--- config.mk ---
export PLATFORM = sky130hd
export DESIGN_NAME = stm_matcher
export DESIGN_NICKNAME = d
export VERILOG_FILES = /design/src/include/stm_pkg.sv /design/src/hdl/stm_matcher.sv
export SDC_FILE = /design/constraint.sdc
export NUM_CORES = 1
export LEC_CHECK = 0
export ABC_AREA = 0
export BUFFER_PORTS_ARGS = -buffer_cell sky130_fd_sc_hd__buf_2
export CAP_MARGIN = 20
export CORE_ASPECT_RATIO = 1.5
export CORE_MARGIN = 2
export CORE_UTILIZATION = 40
export CTS_BUF_LIST = sky130_fd_sc_hd__clkbuf_8
export DETAILED_ROUTE_END_ITERATION = 10
export HOLD_SLACK_MARGIN = 0.15
export PLACE_DENSITY = 0.68
export SYNTH_ARGS = -nofsm -noshare
export SYNTH_HDL_FRONTEND = slang
export SYNTH_SLANG_ARGS = --single-unit
--- constraint.sdc ---
create_clock -name hclk -period 11.6 [get_ports hclk]
set_clock_uncertainty 0.15 [all_clocks]
set_input_delay 1.16 -clock hclk [delete_from_list [all_inputs] [get_ports hclk]]
set_output_delay 1.16 -clock hclk [all_outputs]
set_load 0.01 [all_outputs]
--- src/include/stm_pkg.sv ---
// shared constants and types of the sequential trigger matcher
package stm_pkg;

  // register byte offsets
  localparam logic [11:0] STM_CTRL_OFS    = 12'h000;
  localparam logic [11:0] STM_STATUS_OFS  = 12'h004;
  localparam logic [11:0] STM_PAT_BASE    = 12'h020;
  localparam logic [11:0] STM_PAT_STRIDE  = 12'h020;
  localparam logic [11:0] STM_MASK_STRIDE = 12'h008;
  localparam logic [11:0] STM_HI_OFS      = 12'h004;

  // mask selectors inside one pattern
  localparam logic [1:0] STM_MASK_VALUE = 2'h0;
  localparam logic [1:0] STM_MASK_EDGE  = 2'h1;
  localparam logic [1:0] STM_MASK_DC    = 2'h2;

  // control register fields
  localparam int STM_CTRL_ARM_BIT   = 0;
  localparam int STM_CTRL_ABORT_BIT = 1;
  localparam int STM_CTRL_LEN_LSB   = 2;
  localparam int STM_CTRL_OR_LSB    = 4;

  // status register fields
  localparam int STM_STAT_ARMED_BIT = 0;
  localparam int STM_STAT_DONE_BIT  = 1;
  localparam int STM_STAT_SEEN_BIT  = 2;
  localparam int STM_STAT_STAGE_LSB = 4;

  // values after reset
  localparam logic [1:0] STM_LEN_RST = 2'h1;
  localparam logic [2:0] STM_OR_RST  = 3'h0;

  // counts
  localparam int STM_NUM_PAT   = 3;
  localparam int STM_MAX_WIDTH = 40;

  typedef enum logic [1:0] {
    STM_IDLE,
    STM_ARMED,
    STM_DONE
  } stm_state_t;

endpackage

--- src/hdl/stm_matcher.sv ---
// sequential trigger matcher with ahb-lite register slave
////////////////////////////////////////////////////////////////////////////////
// Function
// - trigger width is a parameter, 1 to 40
// - chain of one to three patterns
// - post-trigger sampling starts after last match
// - length one: only pattern one counts
// - length two: pattern two on later clock
// - length three: patterns one, two, three in order
// - pattern bit n compares trigger channel n
// - value, edge and don't-care masks per pattern
// - don't-care channel excluded from match
// - rising edge matches on low-to-high cycle
// - level channels match while level holds
// - all don't-care pattern matches at once
// - and mode: every cared channel must match
// - or mode: any cared channel matches
// - and/or chosen per pattern
//
// Design decisions made here: the address map and the AHB-Lite slave port.
module stm_matcher
  import stm_pkg::*;
#(
  parameter int TRIG_W = 40
) (
  input  wire logic              hclk,        // bus and trigger clock
  input  wire logic              hresetn,     // async reset, low active
  input  wire logic              hsel,        // slave select
  input  wire logic [11:0]       haddr,       // byte address
  input  wire logic [1:0]        htrans,      // transfer type
  input  wire logic              hwrite,      // write when high
  input  wire logic [2:0]        hsize,       // transfer size
  input  wire logic [31:0]       hwdata,      // write data
  input  wire logic              hready,      // bus ready in
  output logic                   hreadyout,   // slave ready
  output logic                   hresp,       // always okay
  output logic [31:0]            hrdata,      // read data
  input  wire logic [TRIG_W-1:0] trig_in,     // monitored trigger bus
  output logic                   trig_fire,   // one-cycle chain complete
  output logic                   post_sample  // post-trigger sampling active
);

  ////////////////////////////////////////////////////////////////////////////
  // bus slave
  logic              wr_pend_q;
  logic [11:0]       wr_addr_q;
  logic              rd_pend_q;
  logic [11:0]       rd_addr_q;
  logic [31:0]       hrdata_q;
  logic              addr_ok;
  logic              wr_hit;
  logic [TRIG_W-1:0] mask_q [STM_NUM_PAT][3];
  logic [1:0]        len_q;
  logic [2:0]        or_q;
  logic              seen_q;
  stm_state_t        state_q;
  logic [1:0]        stage_q;

  // hsize ignored: only whole words are mapped
  assign addr_ok   = hsel && hready && htrans[1];
  assign hreadyout = !rd_pend_q;
  assign hresp     = 1'b0;
  assign hrdata    = hrdata_q;
  assign wr_hit    = wr_pend_q;

  always_ff @(posedge hclk or negedge hresetn) begin
    if (!hresetn) begin
      wr_pend_q <= 1'b0;
      rd_pend_q <= 1'b0;
      wr_addr_q <= 12'h000;
      rd_addr_q <= 12'h000;
    end else begin
      wr_pend_q <= addr_ok && hwrite;
      rd_pend_q <= addr_ok && !hwrite;
      if (addr_ok) begin
        wr_addr_q <= haddr;
        rd_addr_q <= haddr;
      end
    end
  end

  function automatic logic pat_hit(input logic [11:0] a, output logic [1:0] p,
                                   output logic [1:0] m, output logic hi);
    logic [11:0] r;
    r  = a - STM_PAT_BASE;
    p  = r[6:5];
    m  = r[4:3];
    hi = r[2];
    return (a >= STM_PAT_BASE) && (p < 2'(STM_NUM_PAT)) && (m != 2'h3)
           && (r[11:7] == 5'h00) && (a[1:0] == 2'h0);
  endfunction

  function automatic logic [TRIG_W-1:0] put_half(input logic [TRIG_W-1:0] old,
                                                 input logic hi,
                                                 input logic [31:0] d);
    logic [63:0] w;
    w = 64'(old);
    if (hi) begin
      w[63:32] = d;
    end else begin
      w[31:0] = d;
    end
    return w[TRIG_W-1:0];
  endfunction

  function automatic logic [31:0] get_half(input logic [TRIG_W-1:0] v, input logic hi);
    logic [63:0] w;
    w = 64'(v);
    return hi ? w[63:32] : w[31:0];
  endfunction

  // read data one wait state later, so a write just before is already seen
  always_ff @(posedge hclk or negedge hresetn) begin
    logic [1:0] p;
    logic [1:0] m;
    logic       hi;
    if (!hresetn) begin
      hrdata_q <= 32'h0000_0000;
    end else if (rd_pend_q) begin
      if (rd_addr_q == STM_CTRL_OFS) begin
        hrdata_q <= 32'({or_q, len_q, 2'h0});
      end else if (rd_addr_q == STM_STATUS_OFS) begin
        hrdata_q <= 32'({stage_q, 1'b0, seen_q, state_q == STM_DONE, state_q == STM_ARMED});
      end else if (pat_hit(rd_addr_q, p, m, hi)) begin
        hrdata_q <= get_half(mask_q[p][m], hi);
      end else begin
        hrdata_q <= 32'h0000_0000;
      end
    end
  end

  ////////////////////////////////////////////////////////////////////////////
  // control registers
  logic arm_w;
  logic abort_w;
  logic seen_clr_w;

  assign arm_w      = wr_hit && (wr_addr_q == STM_CTRL_OFS) && hwdata[STM_CTRL_ARM_BIT];
  assign abort_w    = wr_hit && (wr_addr_q == STM_CTRL_OFS) && hwdata[STM_CTRL_ABORT_BIT];
  assign seen_clr_w = wr_hit && (wr_addr_q == STM_STATUS_OFS) && hwdata[STM_STAT_SEEN_BIT];

  always_ff @(posedge hclk or negedge hresetn) begin
    if (!hresetn) begin
      len_q <= STM_LEN_RST;
      or_q  <= STM_OR_RST;
    end else if (wr_hit && (wr_addr_q == STM_CTRL_OFS)) begin
      len_q <= hwdata[STM_CTRL_LEN_LSB +: 2];
      or_q  <= hwdata[STM_CTRL_OR_LSB +: 3];
    end
  end

  // reset leaves every channel don't-care
  for (genvar k = 0; k < STM_NUM_PAT; k++) begin : g_pat
    for (genvar m = 0; m < 3; m++) begin : g_mask
      always_ff @(posedge hclk or negedge hresetn) begin
        logic [1:0] wp;
        logic [1:0] wm;
        logic       wh;
        if (!hresetn) begin
          mask_q[k][m] <= (m == int'(STM_MASK_DC)) ? '1 : '0;
        end else if (wr_hit && pat_hit(wr_addr_q, wp, wm, wh)) begin
          if ((wp == 2'(k)) && (wm == 2'(m))) begin
            mask_q[k][m] <= put_half(mask_q[k][m], wh, hwdata);
          end
        end
      end
    end
  end

  ////////////////////////////////////////////////////////////////////////////
  // pattern evaluation
  logic [TRIG_W-1:0]      prev_q;
  logic                   prev_ok_q;
  logic [TRIG_W-1:0]      rise;
  logic [TRIG_W-1:0]      fall;
  logic [STM_NUM_PAT-1:0] match;

  always_ff @(posedge hclk or negedge hresetn) begin
    if (!hresetn) begin
      prev_q    <= '0;
      prev_ok_q <= 1'b0;
    end else begin
      prev_q    <= trig_in;
      prev_ok_q <= 1'b1;
    end
  end

  // no edge is claimed before a first real sample exists
  assign rise = trig_in & ~prev_q & {TRIG_W{prev_ok_q}};
  assign fall = ~trig_in & prev_q & {TRIG_W{prev_ok_q}};

  for (genvar k = 0; k < STM_NUM_PAT; k++) begin : g_match
    logic [TRIG_W-1:0] val;
    logic [TRIG_W-1:0] edg;
    logic [TRIG_W-1:0] dc;
    logic [TRIG_W-1:0] cond;
    assign val  = mask_q[k][STM_MASK_VALUE];
    assign edg  = mask_q[k][STM_MASK_EDGE];
    assign dc   = mask_q[k][STM_MASK_DC];
    // bit n of every mask meets channel n
    assign cond = (edg & ((val & rise) | (~val & fall)))
                | (~edg & ~(trig_in ^ val));
    assign match[k] = or_q[k]
                    ? (|(cond & ~dc) || &dc)
                    : &(cond | dc);
  end

  ////////////////////////////////////////////////////////////////////////////
  // chain sequencer
  logic [1:0] last_stage;
  logic       fire_d;
  logic       trig_fire_q;

  // length zero is taken as one
  assign last_stage = (len_q == 2'h0) ? 2'h0 : len_q - 2'h1;
  assign fire_d     = (state_q == STM_ARMED) && match[stage_q] && (stage_q == last_stage)
                      && !arm_w && !abort_w;

  always_ff @(posedge hclk or negedge hresetn) begin
    if (!hresetn) begin
      state_q <= STM_IDLE;
      stage_q <= 2'h0;
    end else if (abort_w) begin
      state_q <= STM_IDLE;
      stage_q <= 2'h0;
    end else if (arm_w) begin
      state_q <= STM_ARMED;
      stage_q <= 2'h0;
    end else begin
      case (state_q)
        STM_ARMED: begin
          if (fire_d) begin
            state_q <= STM_DONE;
          // never step past the last stage, even if the length shrinks while armed
          end else if (match[stage_q] && (stage_q < last_stage)) begin
            stage_q <= stage_q + 2'h1;
          end
        end
        default: begin
        end
      endcase
    end
  end

  always_ff @(posedge hclk or negedge hresetn) begin
    if (!hresetn) begin
      trig_fire_q <= 1'b0;
    end else begin
      trig_fire_q <= fire_d;
    end
  end

  // a fire in the clearing cycle keeps the flag set
  always_ff @(posedge hclk or negedge hresetn) begin
    if (!hresetn) begin
      seen_q <= 1'b0;
    end else if (fire_d) begin
      seen_q <= 1'b1;
    end else if (seen_clr_w) begin
      seen_q <= 1'b0;
    end
  end

  assign trig_fire   = trig_fire_q;
  assign post_sample = (state_q == STM_DONE);
endmodule

==> qor.yml, run 1 <==
status:
  status: "completed"
pwr:
  leakagePower_nw: 11.72
  power_density_mw_per_mm2: 144.1
  ir_drop_mv: 0.09038
synthesis:
  synthArstFlopShare_pct: 100.0
  ys_seq_elements: 458
  synth.cell_area_mm2: 0.02491
  yosys_warnings: 0
  synthFlopType: "dfrtp_1"
  netlist_instances: 2250
  yosys.cell_types.count: 62
  ys_seq_area_share_pct: 46.61
  synth-edff-count: 0
  syn-num-nets: 2350
  syn_avg_cell_area_um2: 11.07
critical_path:
  reg2reg_depth: 10
  r2r_slack_ps: 6320
  crit_path_start_kind: "register"
  critPathKind: "reg2reg"
  arrival_ps: 5690
  cp_slowest_cell: "dfrtp_4"
  path_depth: 10
  crit_fanout: 58
  crit_family: "compound AO/OA/AOI/OAI gates"
  max_stage_delay_ps: 950
  crit_chain: "buf_4, nand2_1, a211oi_1, a311oi_1, a2111oi_0, nand4_1, o311ai_0, a32oi_1, nor3_2, o21ai_1"
  cp-startpoint: "prev_ok_q"
  path_buf_inv: 1
  rr_startpoint: "prev_ok_q"
  cp.required_ps: 12010
  r2r_end: "state_q[0]"
  cp-end-kind: "register"
  endpoint: "state_q[0]"
routing:
  first_iter_violations: 1921
  antenna_left: 0
  wl_met3_mm: 6.110
  first_pass_iters: 8
  vias: 20690
  met2WireLength_mm: 47.11
  wl_mm: 97.30
  top_layer: "met5"
  route.detailed.drc: 0
  drt-wirelength-per-cell_um: 30.25
  viasPerCell: 6.433
  wl_met1_mm: 34.69
place:
  dp.cells: 3068
  place_congestion: 1.047
  dp_hpwl_mm: 69.52
  io_buffers: 124
flow_run:
  cap_violations: 0
sta:
  maxSlewHeadroom_pct: 18.01
  min_period_ps: 5277
  timing.final.crit_share_pct: 45.49
  hold_violations: 0
  fmax_ghz: 0.1895
  holdWs_ps: 330.4
  worstMarginPinSlew_ps: 1225
  tns_ps: 0
  maxSlewViolCount: 0
  rsz0062_at_grt: "no"
  setup_viol: 0
die:
  start_util_pct: 40.22
  die_w_um: 207.8
  ios: 130
  core_mm2: 0.06194
  num_rows: 112
  die_area_mm2: 0.06433
  die_height_um: 309.6
cts:
  tritoncts: "done"
  postCtsHoldBufs: 0
  clkTransAtPathRegs_ps: 60
  postCtsSetupBuffers: 0
  htreeDepth: 3
  root_buffer: "clkbuf_8"
  clock_latency_ps: 710
  clk_path_buf_depth: 3
  cts.repair.resized: 0
  cts_buffers: 76
  cts_sinks: 458
min_path:
  min_path_type: "reg2reg"
global_route:
  grt_pass1_wl_mm: 140.8
  grt_usage_pct: 29.83
  grt_max_degree: 154
  gr-total-overflow: 0
  antenna_found_initial: 8
  grt_pass1_vias: 20740
final_layout:
  register_area_mm2: 0.01162
  drive_gt1_share_pct: 34.05
  final_cell_count_no_fill: 3216
  mostFrequentLayoutCell: "mux2_2"
  area_growth_pct: 12.38
  n_fill_cell: 5755
  final_core_util_pct: 45.20
  final_cell_mix: "mux2_2 (364), dfrtp_1 (334), nand2_1 (191), buf_2 (123), dfstp_2 (121)"
  multi_input_area_mm2: 0.01262
  nets: 2448
[cells in the mapped netlist, drive strengths merged (7+ instances only)]
library cell | instances | share of area, %
o21ai | 70 | 1.4
o22ai | 25 | 0.63
nand4b | 33 | 1.2
o221ai | 26 | 0.91
buf | 42 | 0.90
o211ai | 13 | 0.39
mux4 | 24 | 2.2
nand2 | 193 | 2.9
o2bb2ai | 27 | 0.95
o21bai | 25 | 0.75
nor3 | 48 | 0.98
o22a | 24 | 0.84
a221oi | 55 | 1.9
nand3 | 14 | 0.28
inv | 56 | 0.84
nor4 | 12 | 0.30
dfrtp | 337 | 34
a31oi | 44 | 1.1
clkbuf | 93 | 1.4
nor2 | 89 | 1.3
a21oi | 71 | 1.4
a2111oi | 15 | 0.55
xor2 | 36 | 1.3
nor2b | 7 | 0.18
nand4 | 39 | 0.98
nand4bb | 10 | 0.45
mux2 | 364 | 16
dfstp | 121 | 13
a211oi | 99 | 3.0
o2111ai | 17 | 0.60
mux2i | 68 | 2.7
o32ai | 10 | 0.35
a22oi | 13 | 0.39
nand2b | 51 | 1.3
a311oi | 12 | 0.42
or2 | 22 | 0.55
[cell families after synthesis]
group	share of synthesized area, %
AOI/OAI and AO/OA	16.44
adders and majority gates	0.3013
muxes	21.36
buffers and inverters	3.179
xor gates and xnor gates	1.266
DFF	46.61
and+or+nand+nor	10.81
other	0.03015
[sequential cells by signal, summed over array words and instances, names as in the netlist]
name and flops:
wr_hit 1, rd_addr_q 12, state_q 2, g_match.edg 120
trig_fire 1, or_q 3, rd_pend_q 1, len_q 2
seen_q 1, prev_ok_q 1, stage_q 2, g_match.dc 120
hrdata 32, g_match.val 120, prev_q 40
[worst min-delay path by stage]
stage	startpoint	end	slack (ps)	cells after the start
6_report	hrdata[22]	hrdata[22]	330	1
5_1_grt	hrdata[15]	hrdata[15]	360	1
4_1_cts	hrdata[22]	hrdata[22]	340	1
3_5_place_dp	hrdata[22]	hrdata[22]	320	1
3_3_place_gp	seen_q	seen_q	310	1
2_1_floorplan	seen_q	seen_q	300	1
[layer usage]
layer	vias to the layer above	global-route usage, %
met3	366	5.294
li1	8850	-
met5	-	0
met4	4	25.71
met2	979	50.14
met1	10490	32.73
[stage by stage]
stage | total power [mW] | worst slack, ps | cell area [µm²]
2_1_floorplan | 2.176 | 7772 | 24910
3_3_place_gp | 2.479 | 6568 | 26330
3_5_place_dp | 2.492 | 6448 | 26330
4_1_cts | 4.041 | 6427 | 27980
5_1_grt | 4.174 | 6156 | 27990
6_report | 4.034 | 6323 | 27990
[area by class of cell]
type | instances | share of cell area (%)
antenna | 7 | 0.06257
clock inverter | 40 | 0.9118
clock buffer | 101 | 4.966
timing repair buffer | 155 | 3.129
sequential | 458 | 41.51
tap | 798 | 3.567
inverter | 58 | 0.7777
multi-input combinational | 1599 | 45.07
[worst reg2reg max path, delay by kind of cell, from the launching register on]
| family | cells | cell delay [ps] |
|---|---|---|
| buffers and inverters | 1 | 750 |
| AOI/OAI and AO/OA | 6 | 2170 |
| and+or+nand+nor | 3 | 1100 |
| DFF | 1 | 950 |
[power by group]
group          leakage, nW  switching (mW)  internal [mW]
clock                0.944           0.703          0.847
combinational         5.24           0.500          0.276
sequential            5.54          0.0610           1.65
(Power assumes the default switching activity.)
==> inputs of run 2 (changes only) <==
ABC_AREA = 1   (was 0)
clock period = 5.5 ns   (was 11.6 ns; I/O delays follow)
==> qor.yml, run 2 <==
flow_run:
  cap_violations: 0
global_route:
  grt_max_degree: 128
  grt_pass1_vias: 24830
  grt_pass1_wl_mm: 147.3
  antenna_found_initial: 4
  grt_usage_pct: 28.81
  gr-total-overflow: 0
pwr:
  power.clock.fraction_pct: 37.7
  switchingPower_mw: 2.625
  power_density_mw_per_mm2: 272.3
  ir_drop_mv: 0.1647
  pwr-share-seq_pct: 43.5
  leakagePower_nw: 16.32
  p_int_mw: 5.469
  sw_frac_of_total_pct: 32.43
  power.share.combinational_pct: 18.8
synthesis:
  synth_mux_area_share_pct: 0.2148
  synthArstFlopShare_pct: 100.0
  yosys.cell_types.count: 52
  synthFlopType: "dfrtp_1"
  ys_seq_area_share_pct: 44.29
  synth_area_leaders: "dfrtp_1 (32%), nand2_1 (15%), dfstp_2 (12%)"
  synth-xor-area-share_pct: 1.203
  synth_top_family_by_area: "simple AND/OR/NAND/NOR gates"
  yosysTopAreaCell: "dfrtp_1"
  syn_avg_cell_area_um2: 7.169
  yosys.area_share.simple_pct: 27.45
  yosys_warnings: 0
  yosys-top-cells-count: "nand2_1 (1022), o21ai_0 (616), dfrtp_1 (337)"
  synth-edff-count: 0
  synthAdderAreaFrac_pct: 0.2863
  netlist_instances: 3657
  synth_most_common_cell: "nand2_1"
  synth_top_area_share_pct: 32.17
  ys_seq_elements: 458
  synth.cell_area_mm2: 0.02622
  synth-compound-area-share_pct: 18.63
  syn-num-nets: 3757
die:
  die_height_um: 317.6
  start_util_pct: 40.22
  die_w_um: 213.0
  core_mm2: 0.06518
  num_rows: 115
  ios: 130
  die_area_mm2: 0.06765
final_layout:
  final_cell_mix: "nand2_1 (1022), o21ai_0 (616), inv_1 (338), dfrtp_1 (335), nor2_1 (298)"
  nets: 3877
  final_cell_count_no_fill: 4717
  postLayoutCellArea_mm2: 0.02972
  mostFrequentLayoutCell: "nand2_1"
  area_growth_pct: 13.37
  final_core_util_pct: 45.60
  drive_gt1_share_pct: 11.29
critical_path:
  cp.required_ps: 5930
  cp-end-kind: "register"
  cp-startpoint: "rd_addr_q[5]"
  reg2reg_depth: 11
  arrival_ps: 4360
  crit_path_start_kind: "register"
  critPathKind: "reg2reg"
  rr_startpoint: "rd_addr_q[5]"
  crit_fanout: 66
  r2r_end: "hrdata[5]"
  endpoint: "hrdata[5]"
  r2r_slack_ps: 1570
sta:
  setup_viol: 0
  maxSlewHeadroom_pct: 31.23
  rsz0062_at_grt: "no"
  fmax_ghz: 0.2544
  tns_ps: 0
  worstMarginPinSlew_ps: 1030
  timing.final.crit_share_pct: 71.46
  maxSlewViolCount: 0
  hold_violations: 0
  min_period_ps: 3930
place:
  dp_hpwl_mm: 67.67
  placed_area_mm2: 0.02744
  io_buffers: 124
  dp.cells: 4504
  place_congestion: 1.021
routing:
  viasPerCell: 5.543
  route.detailed.drc: 0
  first_pass_iters: 5
  wl_mm: 97.46
  drt-wirelength-per-cell_um: 20.66
  antenna_left: 0
  vias: 26140
  first_iter_violations: 2506
cts:
  postCtsSetupBuffers: 0
  tritoncts: "done"
  htreeDepth: 3
  clk_path_buf_depth: 3
  cts_buffers: 72
  cts_sinks: 458
  clock_latency_ps: 670
  clkTransAtPathRegs_ps: 70
  root_buffer: "clkbuf_8"
status:
  status: "completed"
min_path:
  min_path_type: "in2reg"
run 2: cell count changes in the layout (fill, tap and decap cells not counted), moves of 68 or more:
cell,before,now
nor2_1,81,298
inv_1,82,338
dlygate4sd3_1,0,76
nand2_1,191,1022
o21ai_0,69,616
nand3_1,12,248
a211oi_1,99,4
mux2_2,364,5
a21oi_1,71,162
mux2i_1,68,0
run 2: routing by layer:
metal / track usage, % / share of wire (%) / vias up
li1: - / - / 12380
met1: 32.44 / 36 / 12240
met2: 46.79 / 47 / 1113
met3: 4.819 / 7.0 / 406
met4: 25.25 / 10 / 2
met5: 0 / 0.013 / -
run 2: worst min-delay path by stage:
stage	depth (start not counted)	from	slack [ps]	to
after floorplan	0	hresetn	100	g_match[0].edg[0]
after CTS	3	hwdata[22]	150	g_match[1].val[22]
after global placement	2	g_match[0].dc[0]	310	g_match[0].dc[0]
after detailed placement	2	g_match[0].dc[0]	320	g_match[0].dc[0]
after global routing	3	hwdata[22]	190	g_match[1].val[22]
final	3	hwdata[25]	160	g_match[1].val[25]
run 2: repair_timing:
| item | 4_1_cts | 5_1_grt |
|---|---|---|
| hold buffers | 76 | 0 |
| gates resized for setup | 0 | 0 |
| hold endpoints to repair | 206 | 0 |
run 2: final cells by class:
type	count	area, µm²
Antenna cell	4	10.01
Clock buffer	96	1321
Clock inverter	37	187.7
Fill cell	6580	35460
Inverter	322	1214
Multi-Input combinational cell	2686	12550
Sequential cell	458	11620
Tap cell	877	1097
Timing Repair Buffer	237	1719
run 2: metrics by stage:
step / hold slack, ps / setup WS [ps] / power (mW)
floorplan: 104.4 / 2701 / 4.407
global placement: 313.0 / 1749 / 4.999
detailed placement: 315.9 / 1718 / 5.009
CTS: 152.3 / 1673 / 8.093
global route: 185.2 / 1410 / 8.399
finish: 159.0 / 1570 / 8.094
run 2: power groups by stage:
stage                     combinational (mW)  sequential [mW]  clock [mW]
final                                   1.52             3.52        3.05
after global placement                  1.42             3.58           0
after detailed placement                1.43             3.58           0
after CTS                               1.48             3.52        3.09
after global routing                    1.63             3.53        3.24
after floorplan                        0.883             3.52           0
run 2: cells by family after synthesis:
logic type | count (synthesis)
AOI/OAI and AO/OA | 912
adders and majority gates | 6
buffers and inverters | 513
xor gates and xnor gates | 36
DFF | 458
other | 2
and+or+nand+nor | 1725
muxes | 5
run 2: critical path: stages (launching register included):
cell,delay [ps]
dfrtp_4,760
inv_1,130
ha_2,550
buf_4,770
o21ai_0,200
a21oi_1,160
a21oi_1,50
o21ai_0,220
nand3_1,330
a21oi_1,210
o21ai_0,170
nand2_1,100
